### config.mk
export PLATFORM = sky130hd
export DESIGN_NAME = sink_select_sideband_ctrl
export DESIGN_NICKNAME = d
export VERILOG_FILES = /design/src/common/sink_sel_pkg.sv /design/src/rtl/level_sync.sv /design/src/rtl/sink_select_sideband_ctrl.sv
export SDC_FILE = /design/constraint.sdc
export NUM_CORES = 1
export LEC_CHECK = 0
export BUFFER_PORTS_ARGS = -buffer_cell sky130_fd_sc_hd__buf_2
export CORE_ASPECT_RATIO = 0.8
export CORE_MARGIN = 2
export CORE_UTILIZATION = 56
export DETAILED_ROUTE_END_ITERATION = 10
export GPL_TIMING_DRIVEN = 0
export PLACE_DENSITY = 0.92
export SLEW_MARGIN = 20
export SYNTH_ARGS = -nofsm -noshare
export SYNTH_HDL_FRONTEND = slang
export SYNTH_SLANG_ARGS = --single-unit
### constraint.sdc
create_clock -name i_clk -period 4.3 [get_ports i_clk]
set_clock_uncertainty 0.2 [all_clocks]
set_input_delay 0.645 -clock i_clk [delete_from_list [all_inputs] [get_ports i_clk]]
set_output_delay 0.645 -clock i_clk [all_outputs]
set_load 0.1 [all_outputs]
### src/common/sink_sel_pkg.sv
// Shared types and constants for the sink select sideband controller.
// Assumes a single 20 MHz clock domain and asynchronous sink pin inputs.
package sink_sel_pkg;

  localparam int unsigned CLK_HZ       = 20_000_000;
  localparam int unsigned SWITCH_HPD_US = 100;
  localparam int unsigned SWITCH_HPD_CYC =
    (SWITCH_HPD_US * (CLK_HZ / 1_000_000));
  localparam int unsigned SYNC_STAGES  = 2;

  // Three-level strap codes
  typedef enum logic [1:0] {
    LVL_LOW  = 2'h0,
    LVL_MID  = 2'h1,
    LVL_HIGH = 2'h2
  } level_t;

  typedef enum logic [1:0] {
    SEL_NONE = 2'h0,
    SEL_DP   = 2'h1,
    SEL_TMDS = 2'h2
  } sink_sel_t;

  localparam logic [6:0] CTRL_ADDR_MID  = 7'h2C;
  localparam logic [6:0] CTRL_ADDR_HIGH = 7'h2D;
  localparam logic [1:0] PRE_0DB        = 2'h0;
  localparam logic [1:0] PRE_2DB        = 2'h1;
  localparam logic [1:0] PRE_INVALID    = 2'h3;

  // Link training levels snooped from the AUX channel
  typedef struct packed {
    logic       valid;
    logic [1:0] swing;
    logic [1:0] preemph;
    logic [1:0] eq;
  } train_req_t;

  // Configuration handed to the analog front end
  typedef struct packed {
    logic       ctrl_enable;
    logic [6:0] ctrl_addr;
    logic [1:0] tmds_slew;
    logic [1:0] ddc_thresh;
    logic       dvi_mode;
    logic [1:0] tmds_preemph;
    logic [1:0] in_eq;
    logic [1:0] dp_swing;
    logic [1:0] dp_preemph;
  } fe_cfg_t;

endpackage

### src/rtl/level_sync.sv
// Two-flop synchroniser for a bundle of single-bit levels.
// Assumes nothing about the inputs beyond being levels.
module level_sync #(
  parameter int unsigned WIDTH = 4
) (
  input  wire logic             i_clk,
  input  wire logic             i_rst,
  input  wire logic [WIDTH-1:0] i_async,
  output logic      [WIDTH-1:0] o_sync
);

  logic [WIDTH-1:0] meta_ff;

  if (WIDTH < 1) begin : g_width_check
    $error("level_sync: WIDTH must be positive");
  end

  // First stage feeds only the second stage
  always_ff @(posedge i_clk or posedge i_rst) begin
    if (i_rst) begin
      meta_ff <= '0;
      o_sync  <= '0;
    end else begin
      meta_ff <= i_async;
      o_sync  <= meta_ff;
    end
  end

endmodule

### src/rtl/sink_select_sideband_ctrl.sv
// Sink selection and sideband control for a one-in two-out display switch.
// Assumes the straps are pre-decoded to three-level codes and that the
// local control port registers arrive as plain ports.
//
// How it works
// - Source hotplug high while a sink selected
// - Hold source hotplug during priority switch
// - DP: adapter detect follows sink, optional invert
// - TMDS sink: adapter detect driven high
// - DP: adapter level picks DP or TMDS
// - Both present: priority picks the sink
// - TMDS sink: type input picks HDMI/DVI
// - Slew strap picks TMDS edge class
// - DDC strap picks source threshold set
// - Enable strap disables or addresses control
// - Clock pin is EQ when control off
// - AUX passes through only for DP
// - ID buffer readable over DDC for TMDS
// - No main link activity: outputs off
// - No sink connected: standby
// - Snooped training sets swing, emphasis, EQ
// - Test mode: software owns source and DP sink hotplug
// - Data pin sets TMDS emphasis if off
// - Enable low resets config, outputs off
module sink_select_sideband_ctrl #(
  parameter int unsigned HOLD_CYC = sink_sel_pkg::SWITCH_HPD_CYC
) (
  // Clock and reset
  input  wire logic                  i_clk,
  input  wire logic                  i_rst,
  input  wire logic                  i_enable,
  // Sink side hot plug and adapter detect
  input  wire logic                  i_dp_sink_hotplug_in,
  input  wire logic                  i_tmds_sink_hotplug_in,
  input  wire logic                  i_sink_adapter_detect_in,
  input  wire logic                  i_priority,
  // Straps, already resolved to three-level codes
  input  wire sink_sel_pkg::level_t  i_local_ctrl_enable_addr_strap,
  input  wire sink_sel_pkg::level_t  i_ctrl_clock_or_eq_pin,
  input  wire sink_sel_pkg::level_t  i_ctrl_data_or_preemph_pin,
  input  wire sink_sel_pkg::level_t  i_tmds_slew_select,
  input  wire sink_sel_pkg::level_t  i_ddc_buffer_select,
  input  wire logic                  i_sink_type_dvi,
  // Local control settings
  input  wire logic                  i_adapter_invert,
  input  wire logic                  i_test_mode,
  input  wire logic                  i_test_source_hotplug,
  input  wire logic                  i_test_dp_sink_hotplug,
  input  wire logic [1:0]            i_ctrl_eq,
  // Main link and AUX snoop
  input  wire logic                  i_main_link_active,
  input  wire sink_sel_pkg::train_req_t i_train_req,
  // Outputs
  output logic                       o_source_hotplug_out,
  output logic                       o_source_adapter_detect_out,
  output sink_sel_pkg::sink_sel_t    o_sink_sel,
  output logic                       o_tmds_signalling,
  output logic                       o_aux_connect,
  output logic                       o_ddc_id_enable,
  output logic                       o_output_disable,
  output logic                       o_standby,
  output logic                       o_ctrl_clock_en,
  output sink_sel_pkg::fe_cfg_t      o_fe_cfg
);

  ////////////////////////////////////////////////////////////////////////
  // Elaboration checks and types

  localparam int unsigned CW = $clog2(HOLD_CYC + 1);

  if (HOLD_CYC < 1) begin : g_hold_check
    $error("HOLD_CYC must be at least one");
  end

  typedef enum logic [1:0] {
    ST_IDLE   = 2'h0,
    ST_ACTIVE = 2'h1,
    ST_SWITCH = 2'h2
  } state_t;

  function automatic logic [1:0] slew_class(sink_sel_pkg::level_t lv);
    case (lv)
      sink_sel_pkg::LVL_LOW:  slew_class = 2'h1;
      sink_sel_pkg::LVL_HIGH: slew_class = 2'h3;
      default:                slew_class = 2'h2;
    endcase
  endfunction

  function automatic logic [1:0] ddc_set(sink_sel_pkg::level_t lv);
    case (lv)
      sink_sel_pkg::LVL_LOW:  ddc_set = 2'h3;
      sink_sel_pkg::LVL_HIGH: ddc_set = 2'h1;
      default:                ddc_set = 2'h2;
    endcase
  endfunction

  ////////////////////////////////////////////////////////////////////////
  // Input synchronisation

  logic [2:0] raw_in;
  logic [2:0] sync_in;
  logic       dp_hp;
  logic       tmds_hp;
  logic       adapt;
  logic       prio_ff;

  assign raw_in = {i_dp_sink_hotplug_in, i_tmds_sink_hotplug_in,
                   i_sink_adapter_detect_in};

  level_sync #(
    .WIDTH (3)
  ) u_sync (
    .i_clk   (i_clk),
    .i_rst   (i_rst),
    .i_async (raw_in),
    .o_sync  (sync_in)
  );

  // Priority is a quasi-static strap; two register stages suffice
  logic prio_meta_ff;
  always_ff @(posedge i_clk or posedge i_rst) begin
    if (i_rst) begin
      prio_meta_ff <= 1'b0;
      prio_ff      <= 1'b0;
    end else begin
      prio_meta_ff <= i_priority;
      prio_ff      <= prio_meta_ff;
    end
  end

  // Test mode overrides the DP sink hot plug from software
  assign dp_hp   = i_test_mode ? i_test_dp_sink_hotplug : sync_in[2];
  assign tmds_hp = sync_in[1];
  assign adapt   = sync_in[0];

  ////////////////////////////////////////////////////////////////////////
  // Sink selection

  sink_sel_pkg::sink_sel_t want_sel;
  always_comb begin
    if (dp_hp && tmds_hp) begin
      want_sel = prio_ff ? sink_sel_pkg::SEL_TMDS
                         : sink_sel_pkg::SEL_DP;
    end else if (dp_hp) begin
      want_sel = sink_sel_pkg::SEL_DP;
    end else if (tmds_hp) begin
      want_sel = sink_sel_pkg::SEL_TMDS;
    end else begin
      want_sel = sink_sel_pkg::SEL_NONE;
    end
  end

  state_t                  state_ff;
  state_t                  nxt_state;
  sink_sel_pkg::sink_sel_t sel_ff;
  sink_sel_pkg::sink_sel_t nxt_sel;
  logic [CW-1:0]           hold_ff;
  logic [CW-1:0]           nxt_hold;

  // Switch between live sinks keeps hotplug high for the hold time
  always_comb begin
    nxt_state = state_ff;
    nxt_sel   = sel_ff;
    nxt_hold  = hold_ff;
    case (state_ff)
      ST_IDLE: begin
        if (want_sel != sink_sel_pkg::SEL_NONE) begin
          nxt_state = ST_ACTIVE;
          nxt_sel   = want_sel;
        end
      end
      ST_ACTIVE: begin
        if (want_sel == sink_sel_pkg::SEL_NONE) begin
          nxt_state = ST_IDLE;
          nxt_sel   = sink_sel_pkg::SEL_NONE;
        end else if (want_sel != sel_ff) begin
          nxt_state = ST_SWITCH;
          nxt_sel   = want_sel;
          nxt_hold  = CW'(HOLD_CYC - 1);
        end
      end
      ST_SWITCH: begin
        if (want_sel == sink_sel_pkg::SEL_NONE) begin
          nxt_state = ST_IDLE;
          nxt_sel   = sink_sel_pkg::SEL_NONE;
          nxt_hold  = '0;
        end else if (hold_ff == '0) begin
          nxt_state = ST_ACTIVE;
          nxt_sel   = want_sel;
        end else begin
          nxt_hold  = hold_ff - CW'(1);
          nxt_sel   = want_sel;
        end
      end
      default: begin
        nxt_state = ST_IDLE;
        nxt_sel   = sink_sel_pkg::SEL_NONE;
        nxt_hold  = '0;
      end
    endcase
  end

  // Power down returns selection to idle as well
  always_ff @(posedge i_clk or posedge i_rst) begin
    if (i_rst) begin
      state_ff <= ST_IDLE;
      sel_ff   <= sink_sel_pkg::SEL_NONE;
      hold_ff  <= '0;
    end else if (!i_enable) begin
      state_ff <= ST_IDLE;
      sel_ff   <= sink_sel_pkg::SEL_NONE;
      hold_ff  <= '0;
    end else begin
      state_ff <= nxt_state;
      sel_ff   <= nxt_sel;
      hold_ff  <= nxt_hold;
    end
  end

  ////////////////////////////////////////////////////////////////////////
  // Hot plug and adapter detect toward the source

  logic ctrl_on;
  logic sel_dp;
  logic sel_tmds;
  assign ctrl_on = (i_local_ctrl_enable_addr_strap != sink_sel_pkg::LVL_LOW);
  assign sel_dp   = (nxt_sel == sink_sel_pkg::SEL_DP);
  assign sel_tmds = (nxt_sel == sink_sel_pkg::SEL_TMDS);

  // These two stay alive through power down; hotplug then follows sink presence, adapter detect the selection
  always_ff @(posedge i_clk or posedge i_rst) begin
    if (i_rst) begin
      o_source_hotplug_out <= 1'b0;
    end else if (i_test_mode) begin
      o_source_hotplug_out <= i_test_source_hotplug;
    end else if (i_enable) begin
      o_source_hotplug_out <= (nxt_state != ST_IDLE);
    end else begin
      o_source_hotplug_out <= dp_hp || tmds_hp;
    end
  end

  always_ff @(posedge i_clk or posedge i_rst) begin
    if (i_rst) begin
      o_source_adapter_detect_out <= 1'b0;
    end else if (sel_tmds) begin
      o_source_adapter_detect_out <= 1'b1;
    end else if (sel_dp) begin
      o_source_adapter_detect_out <= adapt ^
        (i_adapter_invert && i_enable && ctrl_on);
    end else begin
      o_source_adapter_detect_out <= 1'b0;
    end
  end

  ////////////////////////////////////////////////////////////////////////
  // Routing and power state

  always_ff @(posedge i_clk or posedge i_rst) begin
    if (i_rst) begin
      o_sink_sel        <= sink_sel_pkg::SEL_NONE;
      o_tmds_signalling <= 1'b0;
      o_aux_connect     <= 1'b0;
      o_ddc_id_enable   <= 1'b0;
      o_output_disable  <= 1'b1;
      o_standby         <= 1'b1;
      o_ctrl_clock_en   <= 1'b0;
    end else begin
      o_sink_sel        <= nxt_sel;
      o_tmds_signalling <= sel_tmds || (sel_dp && adapt);
      o_aux_connect     <= i_enable && sel_dp;
      o_ddc_id_enable   <= i_enable && sel_tmds;
      o_output_disable  <= !i_enable || !i_main_link_active;
      o_standby         <= !dp_hp && !tmds_hp;
      o_ctrl_clock_en   <= i_enable && ctrl_on;
    end
  end

  ////////////////////////////////////////////////////////////////////////
  // Front end configuration

  // Snooped training levels persist until the next training request seen with DP selected, or enable low
  sink_sel_pkg::train_req_t train_ff;
  always_ff @(posedge i_clk or posedge i_rst) begin
    if (i_rst) begin
      train_ff <= '0;
    end else if (!i_enable) begin
      train_ff <= '0;
    end else if (i_train_req.valid && sel_dp) begin
      train_ff <= i_train_req;
    end
  end

  sink_sel_pkg::fe_cfg_t nxt_cfg;
  always_comb begin
    nxt_cfg             = '0;
    nxt_cfg.ctrl_enable = ctrl_on;
    case (i_local_ctrl_enable_addr_strap)
      sink_sel_pkg::LVL_MID:  nxt_cfg.ctrl_addr = sink_sel_pkg::CTRL_ADDR_MID;
      sink_sel_pkg::LVL_HIGH: nxt_cfg.ctrl_addr = sink_sel_pkg::CTRL_ADDR_HIGH;
      default:                nxt_cfg.ctrl_addr = '0;
    endcase
    nxt_cfg.dvi_mode   = sel_tmds && i_sink_type_dvi;
    // Slew and DDC threshold only matter on the TMDS sink path
    if (sel_tmds) begin
      nxt_cfg.tmds_slew  = slew_class(i_tmds_slew_select);
      nxt_cfg.ddc_thresh = ddc_set(i_ddc_buffer_select);
    end
    if (!ctrl_on) begin
      nxt_cfg.in_eq = i_ctrl_clock_or_eq_pin;
      if (sel_tmds) begin
        case (i_ctrl_data_or_preemph_pin)
          sink_sel_pkg::LVL_LOW:  nxt_cfg.tmds_preemph = sink_sel_pkg::PRE_0DB;
          sink_sel_pkg::LVL_HIGH: nxt_cfg.tmds_preemph = sink_sel_pkg::PRE_2DB;
          default: nxt_cfg.tmds_preemph = sink_sel_pkg::PRE_INVALID;
        endcase
      end
    end else begin
      nxt_cfg.in_eq = i_ctrl_eq;
    end
    if (train_ff.valid) begin
      nxt_cfg.in_eq      = train_ff.eq;
      nxt_cfg.dp_swing   = train_ff.swing;
      nxt_cfg.dp_preemph = train_ff.preemph;
    end
  end

  always_ff @(posedge i_clk or posedge i_rst) begin
    if (i_rst) begin
      o_fe_cfg <= '0;
    end else if (!i_enable) begin
      o_fe_cfg <= '0;
    end else begin
      o_fe_cfg <= nxt_cfg;
    end
  end

endmodule

## Word-level counts from Yosys, hierarchy flattened

Cells that the tools add are included.

| storage, ports and cells | value |
|---|---|
| register bits after elaboration | 61 |
| input bits | 32 |
| output and inout bits | 31 |
| word-level logic and storage cells | 113 |

| operators by class | value |
|---|---|
| $add $sub $neg | 1 |
| eq/ne operators | 15 |
| multiplexer cells | 40 |
| bitwise operators | 1 |
| reductions and logical operators | 27 |

Operator list:

| operator | number |
|---|---|
| $mux W11 | 5 |
| $mux W2 | 18 |
| $pmux W11 S3 | 1 |
| $mux W21 | 1 |
| $mux W7 | 2 |
| $eq A2 B2 Y1 const B | 6 |
| $pmux W2 S2 | 3 |
| $pmux W2 S3 | 2 |
| $pmux W6 S2 | 1 |
| $logic_not A11 Y1 | 1 |
| $sub A11 B1 Y11 const B | 1 |
| $logic_and A1 B1 Y1 | 10 |
| $logic_not A2 Y1 | 5 |
| $eq A2 B1 Y1 const B | 3 |
| $mux W6 | 1 |
| $ne A3 B3 Y1 const B | 2 |
| $reduce_bool A2 Y1 | 3 |
| $mux W1 | 5 |
| $logic_not A1 Y1 | 4 |
| $mux W4 | 1 |
| $ne A4 B4 Y1 const B | 1 |
| $reduce_and A4 Y1 | 1 |
| $logic_or A1 B1 Y1 | 3 |
| $ne A2 B1 Y1 const B | 1 |
| other kinds (3) | 3 |

## Logic depth before layout (Yosys ltp)

| depth | value |
|---|---|
| word-level depth | 11 |
| depth in mapped cells | 10 |
| gate-level depth less buffers | 8 |

## Cells and area by module

A second synthesis with hierarchy kept.

| unflattened totals | value |
|---|---|
| cell total of the unflattened synthesis | 243 |
| area total of the unflattened synthesis | 2512.4 um2 |

Modules (own cells, without submodules):

| module | instances | cells each | area an instance (um2) | sequential area each (um2) |
|---|---|---|---|---|
| sink_select_sideband_ctrl | 1 | 236 | 2358.5 | 1228.7 |
| level_sync | 1 | 7 | 153.9 | 150.1 |

## Worst setup path after synthesis

No wires, ideal clock.

| path | value |
|---|---|
| path kind | input -> register |
| start point | input port i_test_mode |
| end point | register hold_ff[4] |
| library setup time | 0.121 ns |
| arrival | 2.288 ns |
| data required time | 3.979 ns |
| slack | 1.691 ns |
| cell stages on the path | 7 |
| path through | mux2i_1 -> a2111oi_0 -> o31a_1 -> o41ai_2 -> buf_4 -> o21ai_1 -> a22o_1 |

| on the way | value |
|---|---|
| cells in the longest elaborated chain, start to end | 7 |

Ends and longest elaborated chain:

| item | RTL line | text |
|---|---|---|
| from (decl) | sink_select_sideband_ctrl.sv:46 | `input wire logic i_test_mode,` |
| $mux W1 * | sink_select_sideband_ctrl.sv:132 | `assign dp_hp = i_test_mode ? i_test_dp_sink_hotplug : sync_in[2];` |
| $mux W2 / $logic_and A1 B1 Y1 (equally long branches) | sink_select_sideband_ctrl.sv:144, sink_select_sideband_ctrl.sv:141 |  |
| $mux W2 * | sink_select_sideband_ctrl.sv:141 | `if (dp_hp && tmds_hp) begin` |
| $logic_not A2 Y1 | sink_select_sideband_ctrl.sv:173, sink_select_sideband_ctrl.sv:183 |  |
| $mux W11 | sink_select_sideband_ctrl.sv:183 | `if (want_sel == sink_sel_pkg::SEL_NONE) begin` |
| $pmux W11 S3 | sink_select_sideband_ctrl.sv:165 | `case (state_ff)` |
| $mux W11 | sink_select_sideband_ctrl.sv:209 | `end else if (!i_enable) begin` |
| to (signal assigned) | sink_select_sideband_ctrl.sv:216 | `hold_ff <= nxt_hold;` |
| to (decl) | sink_select_sideband_ctrl.sv:157 | `logic [CW-1:0] hold_ff;` |

Mark *: on every way between the ends. The rest lies on a longest branch, timed or not.
A chain may end at the register's enable or synchronous reset.

## Worst setup path after layout

| path | value |
|---|---|
| start point | register hold_ff[0] |
| end point | register o_source_hotplug_out |

| on the way | value |
|---|---|
| cells in the longest elaborated chain, start to end | 7 |

Ends and longest elaborated chain:

| item | RTL line | text |
|---|---|---|
| $logic_not A11 Y1 | sink_select_sideband_ctrl.sv:187 | `end else if (hold_ff == '0) begin` |
| $mux W2 | sink_select_sideband_ctrl.sv:187 |  |
| $mux W2 | sink_select_sideband_ctrl.sv:183 |  |
| $pmux W2 S3 | sink_select_sideband_ctrl.sv:165 |  |
| $reduce_bool A2 Y1 | sink_select_sideband_ctrl.sv:237 | `o_source_hotplug_out <= (nxt_state != ST_IDLE);` |
| $mux W1 | sink_select_sideband_ctrl.sv:236 | `end else if (i_enable) begin` |
| $mux W1 | sink_select_sideband_ctrl.sv:234 | `end else if (i_test_mode) begin` |
| to (signal assigned) | sink_select_sideband_ctrl.sv:235 | `o_source_hotplug_out <= i_test_source_hotplug;` |
| to (signal assigned) | sink_select_sideband_ctrl.sv:237 |  |
| to (signal assigned) | sink_select_sideband_ctrl.sv:239 | `o_source_hotplug_out <= dp_hp \|\| tmds_hp;` |
| to (decl) | sink_select_sideband_ctrl.sv:54 | `output logic o_source_hotplug_out,` |

Every way passes these cells.

==> flow_summary_export.csv <==
group,metric,value,unit
outcome,status,"complete, no violations",
yosys,netlist.top_cell.by_area,"dfrtp_1",
floorplan,die_width,77.3,um
clocking,clk_pin_slew,0.10,ns
sta,slew_violations,0,
clocking,cts_tree,"built",
sta,fmax,362,MHz
yosys,synth_enable_flop_cells,0,
global_route,grt_pass1_vias,2015,
clocking,h-tree-depth,2,
yosys,synth_top_family_by_area,"compound AO/OA/AOI/OAI gates",
cells_and_area,num_antenna_cells,0,
floorplan,io_pins,63,
sta,timing.final.crit_period,2.77,ns
critical_path,rrSetupSlack,1.53,ns
yosys,synth_cell_type_count,45,
min_path,hp-class,"in -> async",
cells_and_area,drive_gt1_frac,0.276,
yosys,synth_area,0.00241,sq mm
yosys,ys_seq_area_frac,0.572,
routing,drc_errors,0,
global_route,grt_pass1_wl,9290,um
yosys,ys_ff_latch,55,
floorplan,rows,21,
routing,drt-total-wl,5550,um
sta,final.period_utilization,0.643,
yosys,synthFlopType,"dfrtp_1",
yosys,async_reset_ff_frac,1.00,
yosys,yosysTopAreaCellShare,0.551,
clocking,cts_buffers,5,
sta,slew_headroom,0.598,
sta,finalSetupViolations,0,
critical_path,worstPathRequired,4.36,ns
critical_path,crit_fanout,5,
clocking,cts-resized-gates,0,
clocking,cts_buffer_depth,2,
power_and_ir_drop,vdd.ir_drop.worst,0.390,mV
power_and_ir_drop,p_leak,0.00153,uW
critical_path,regToRegStartpoint,"hold_ff[0]",
routing,viasPerCell,5.67,
sta,rsz0062_at_grt,"false",
placement,hpwl,4060,um
critical_path,worstPathArrival,2.83,ns
clocking,cts_setup_buffers,0,
yosys,synthAdderAreaFrac,0.0364,
routing,via_count,1986,
yosys,synth.area.top_cells,"dfrtp_1, a22o_1, ha_1, nor2_1, o21ai_0",
placement,place_congestion,0.753,
global_route,grt-ovfl-total,0,
global_route,grt_max_degree,38,
global_route,antenna_found_initial,0,
floorplan,initial_core_util,0.580,
sta,timing.hold.ws,0.102,ns
power_and_ir_drop,powerDensity,453,mW/mm^2
run,drv_cap,0,
yosys,synth_cells,223,
critical_path,end_kind,"flop",
cells_and_area,area.growth.synth_to_final,20.2,%
cells_and_area,final_nets,331,
critical_path,cp-start-kind,"flop",
floorplan,die_area,0.00484,sq mm
routing,dr.pass1.iters,5,
yosys,yosys_warnings,0,
routing,ant_nets,0,
clocking,clock_latency,0.32,ns
global_route,grtUsageTotal,0.249,
sta,fin_tns_setup,0,ns
placement,numPortBuffers,59,
cells_and_area,layout_commonest_cell,"buf_2",
sta,finalHoldViolCount,0,
critical_path,startpoint,"hold_ff[0]",
clocking,cts_root_buf,"clkbuf_8",
floorplan,core,0.00415,sq mm
routing,routedWlPerCell,15.9,um
yosys,synth.mux.area_fraction,0.0213,
sta,tightest_slew,0.587,ns
clocking,hold_buffers,0,
yosys,synth_compound_area_frac,0.172,
yosys,synthSimpleGateAreaFrac,0.138,
critical_path,reg2regPathDepth,8,
floorplan,die_h,62.7,um
yosys,synth_xor_area_frac,0.00364,
clocking,clock_sinks,55,
routing,drt-initial-drc-count,218,
cells_and_area,final_cell_mix,"buf_2, dfrtp_1, nor2_1",
critical_path,critical_path_class,"reg -> reg",
yosys,synth.avg_cell_area,10.8,sq um
==> worst max-delay path, cell delays in order, from the launching register on <==
cell and delay (ns):
dfrtp_1 0.43, inv_1 0.08, ha_1 0.19, nor3b_1 0.44
nand4_1 0.26, nor3b_1 0.42, o21ai_0 0.13, a211oi_1 0.34
o32a_1 0.22
==> cells by family (layout without fill, tap and decap cells) <==
family,after synthesis,count (layout)
AND/OR/NAND/NOR,67,67
other,1,3
multiplexers,5,5
adder cells (fa/ha/maj),7,7
AO/OA/AOI/OAI,59,59
flip-flops,55,55
buffers and inverters,28,96
XOR/XNOR,1,1
==> flip-flops by register name (all words and copies together), names as in the netlist, 2 cells and up <==
| name | cells |
|---|---|
| u_sync.meta_ff | 3 |
| hold_ff | 11 |
| o_fe_cfg | 15 |
| train_ff | 7 |
| u_sync.o_sync | 3 |
| o_sink_sel | 2 |
| state_ff | 2 |
| sel_ff | 2 |
==> path summary, 6_finish.rpt <==
| kind | to |
|---|---|
| worst max-delay path | o_source_hotplug_out |
| worst min-delay path | hold_ff[8] |
| worst max register to register | o_source_hotplug_out |
| worst min register to register | prio_ff |
| max in group asynchronous | sel_ff[0] |
| min in group i_clk | prio_ff |
==> Yosys cell counts (2+ instances only) <==
cell / instances
nand2b_1: 4
and2_1: 4
nor3b_1: 3
a21oi_1: 9
or4_1: 2
dfstp_2: 2
dfrtp_1: 53
nand2_1: 11
nand3_1: 3
ha_1: 7
buf_4: 7
o21ai_1: 3
nor2_1: 21
mux2i_1: 4
inv_1: 14
and3_1: 6
nor3_1: 8
o21ai_0: 15
nand4_1: 2
a22o_1: 12
o21a_1: 3
clkbuf_1: 6
nor4_1: 2
==> cell type report <==
class,count,area (sq um)
Tap cell,57,71.3
Timing Repair Buffer,60,315
Clock inverter,3,22.5
Fill cell,307,1260
Sequential cell,55,1380
Inverter,14,52.6
Buffer,14,80.1
Clock buffer,5,68.8
Multi-Input combinational cell,142,905
==> per-stage QoR <==
step	total power, uW	util	instances	setup WS [ns]	instance area [sq um]
floorplan	927	-	225	1.69	2420
global placement	998	0.670	341	1.35	2780
detailed placement	1020	0.675	342	1.33	2800
CTS	1310	0.697	350	1.56	2890
global route	1370	0.697	350	1.23	2890
finish	1310	0.697	350	1.53	2890
==> per-layer routing <==
metal,GRT usage,up-vias,part of all wire
met2,0.412,91,0.50
li1,-,920,-
met5,0,-,0
met1,0.310,960,0.41
met4,0.121,0,0.027
met3,0.0564,15,0.061
==> report_power, final <==
| part | switching (uW) | internal [uW] |
|---|---|---|
| sequential | 30.4 | 561 |
| combinational | 315 | 108 |
| clock | 180 | 117 |
No activity file was read; power rests on OpenSTA's default activity.
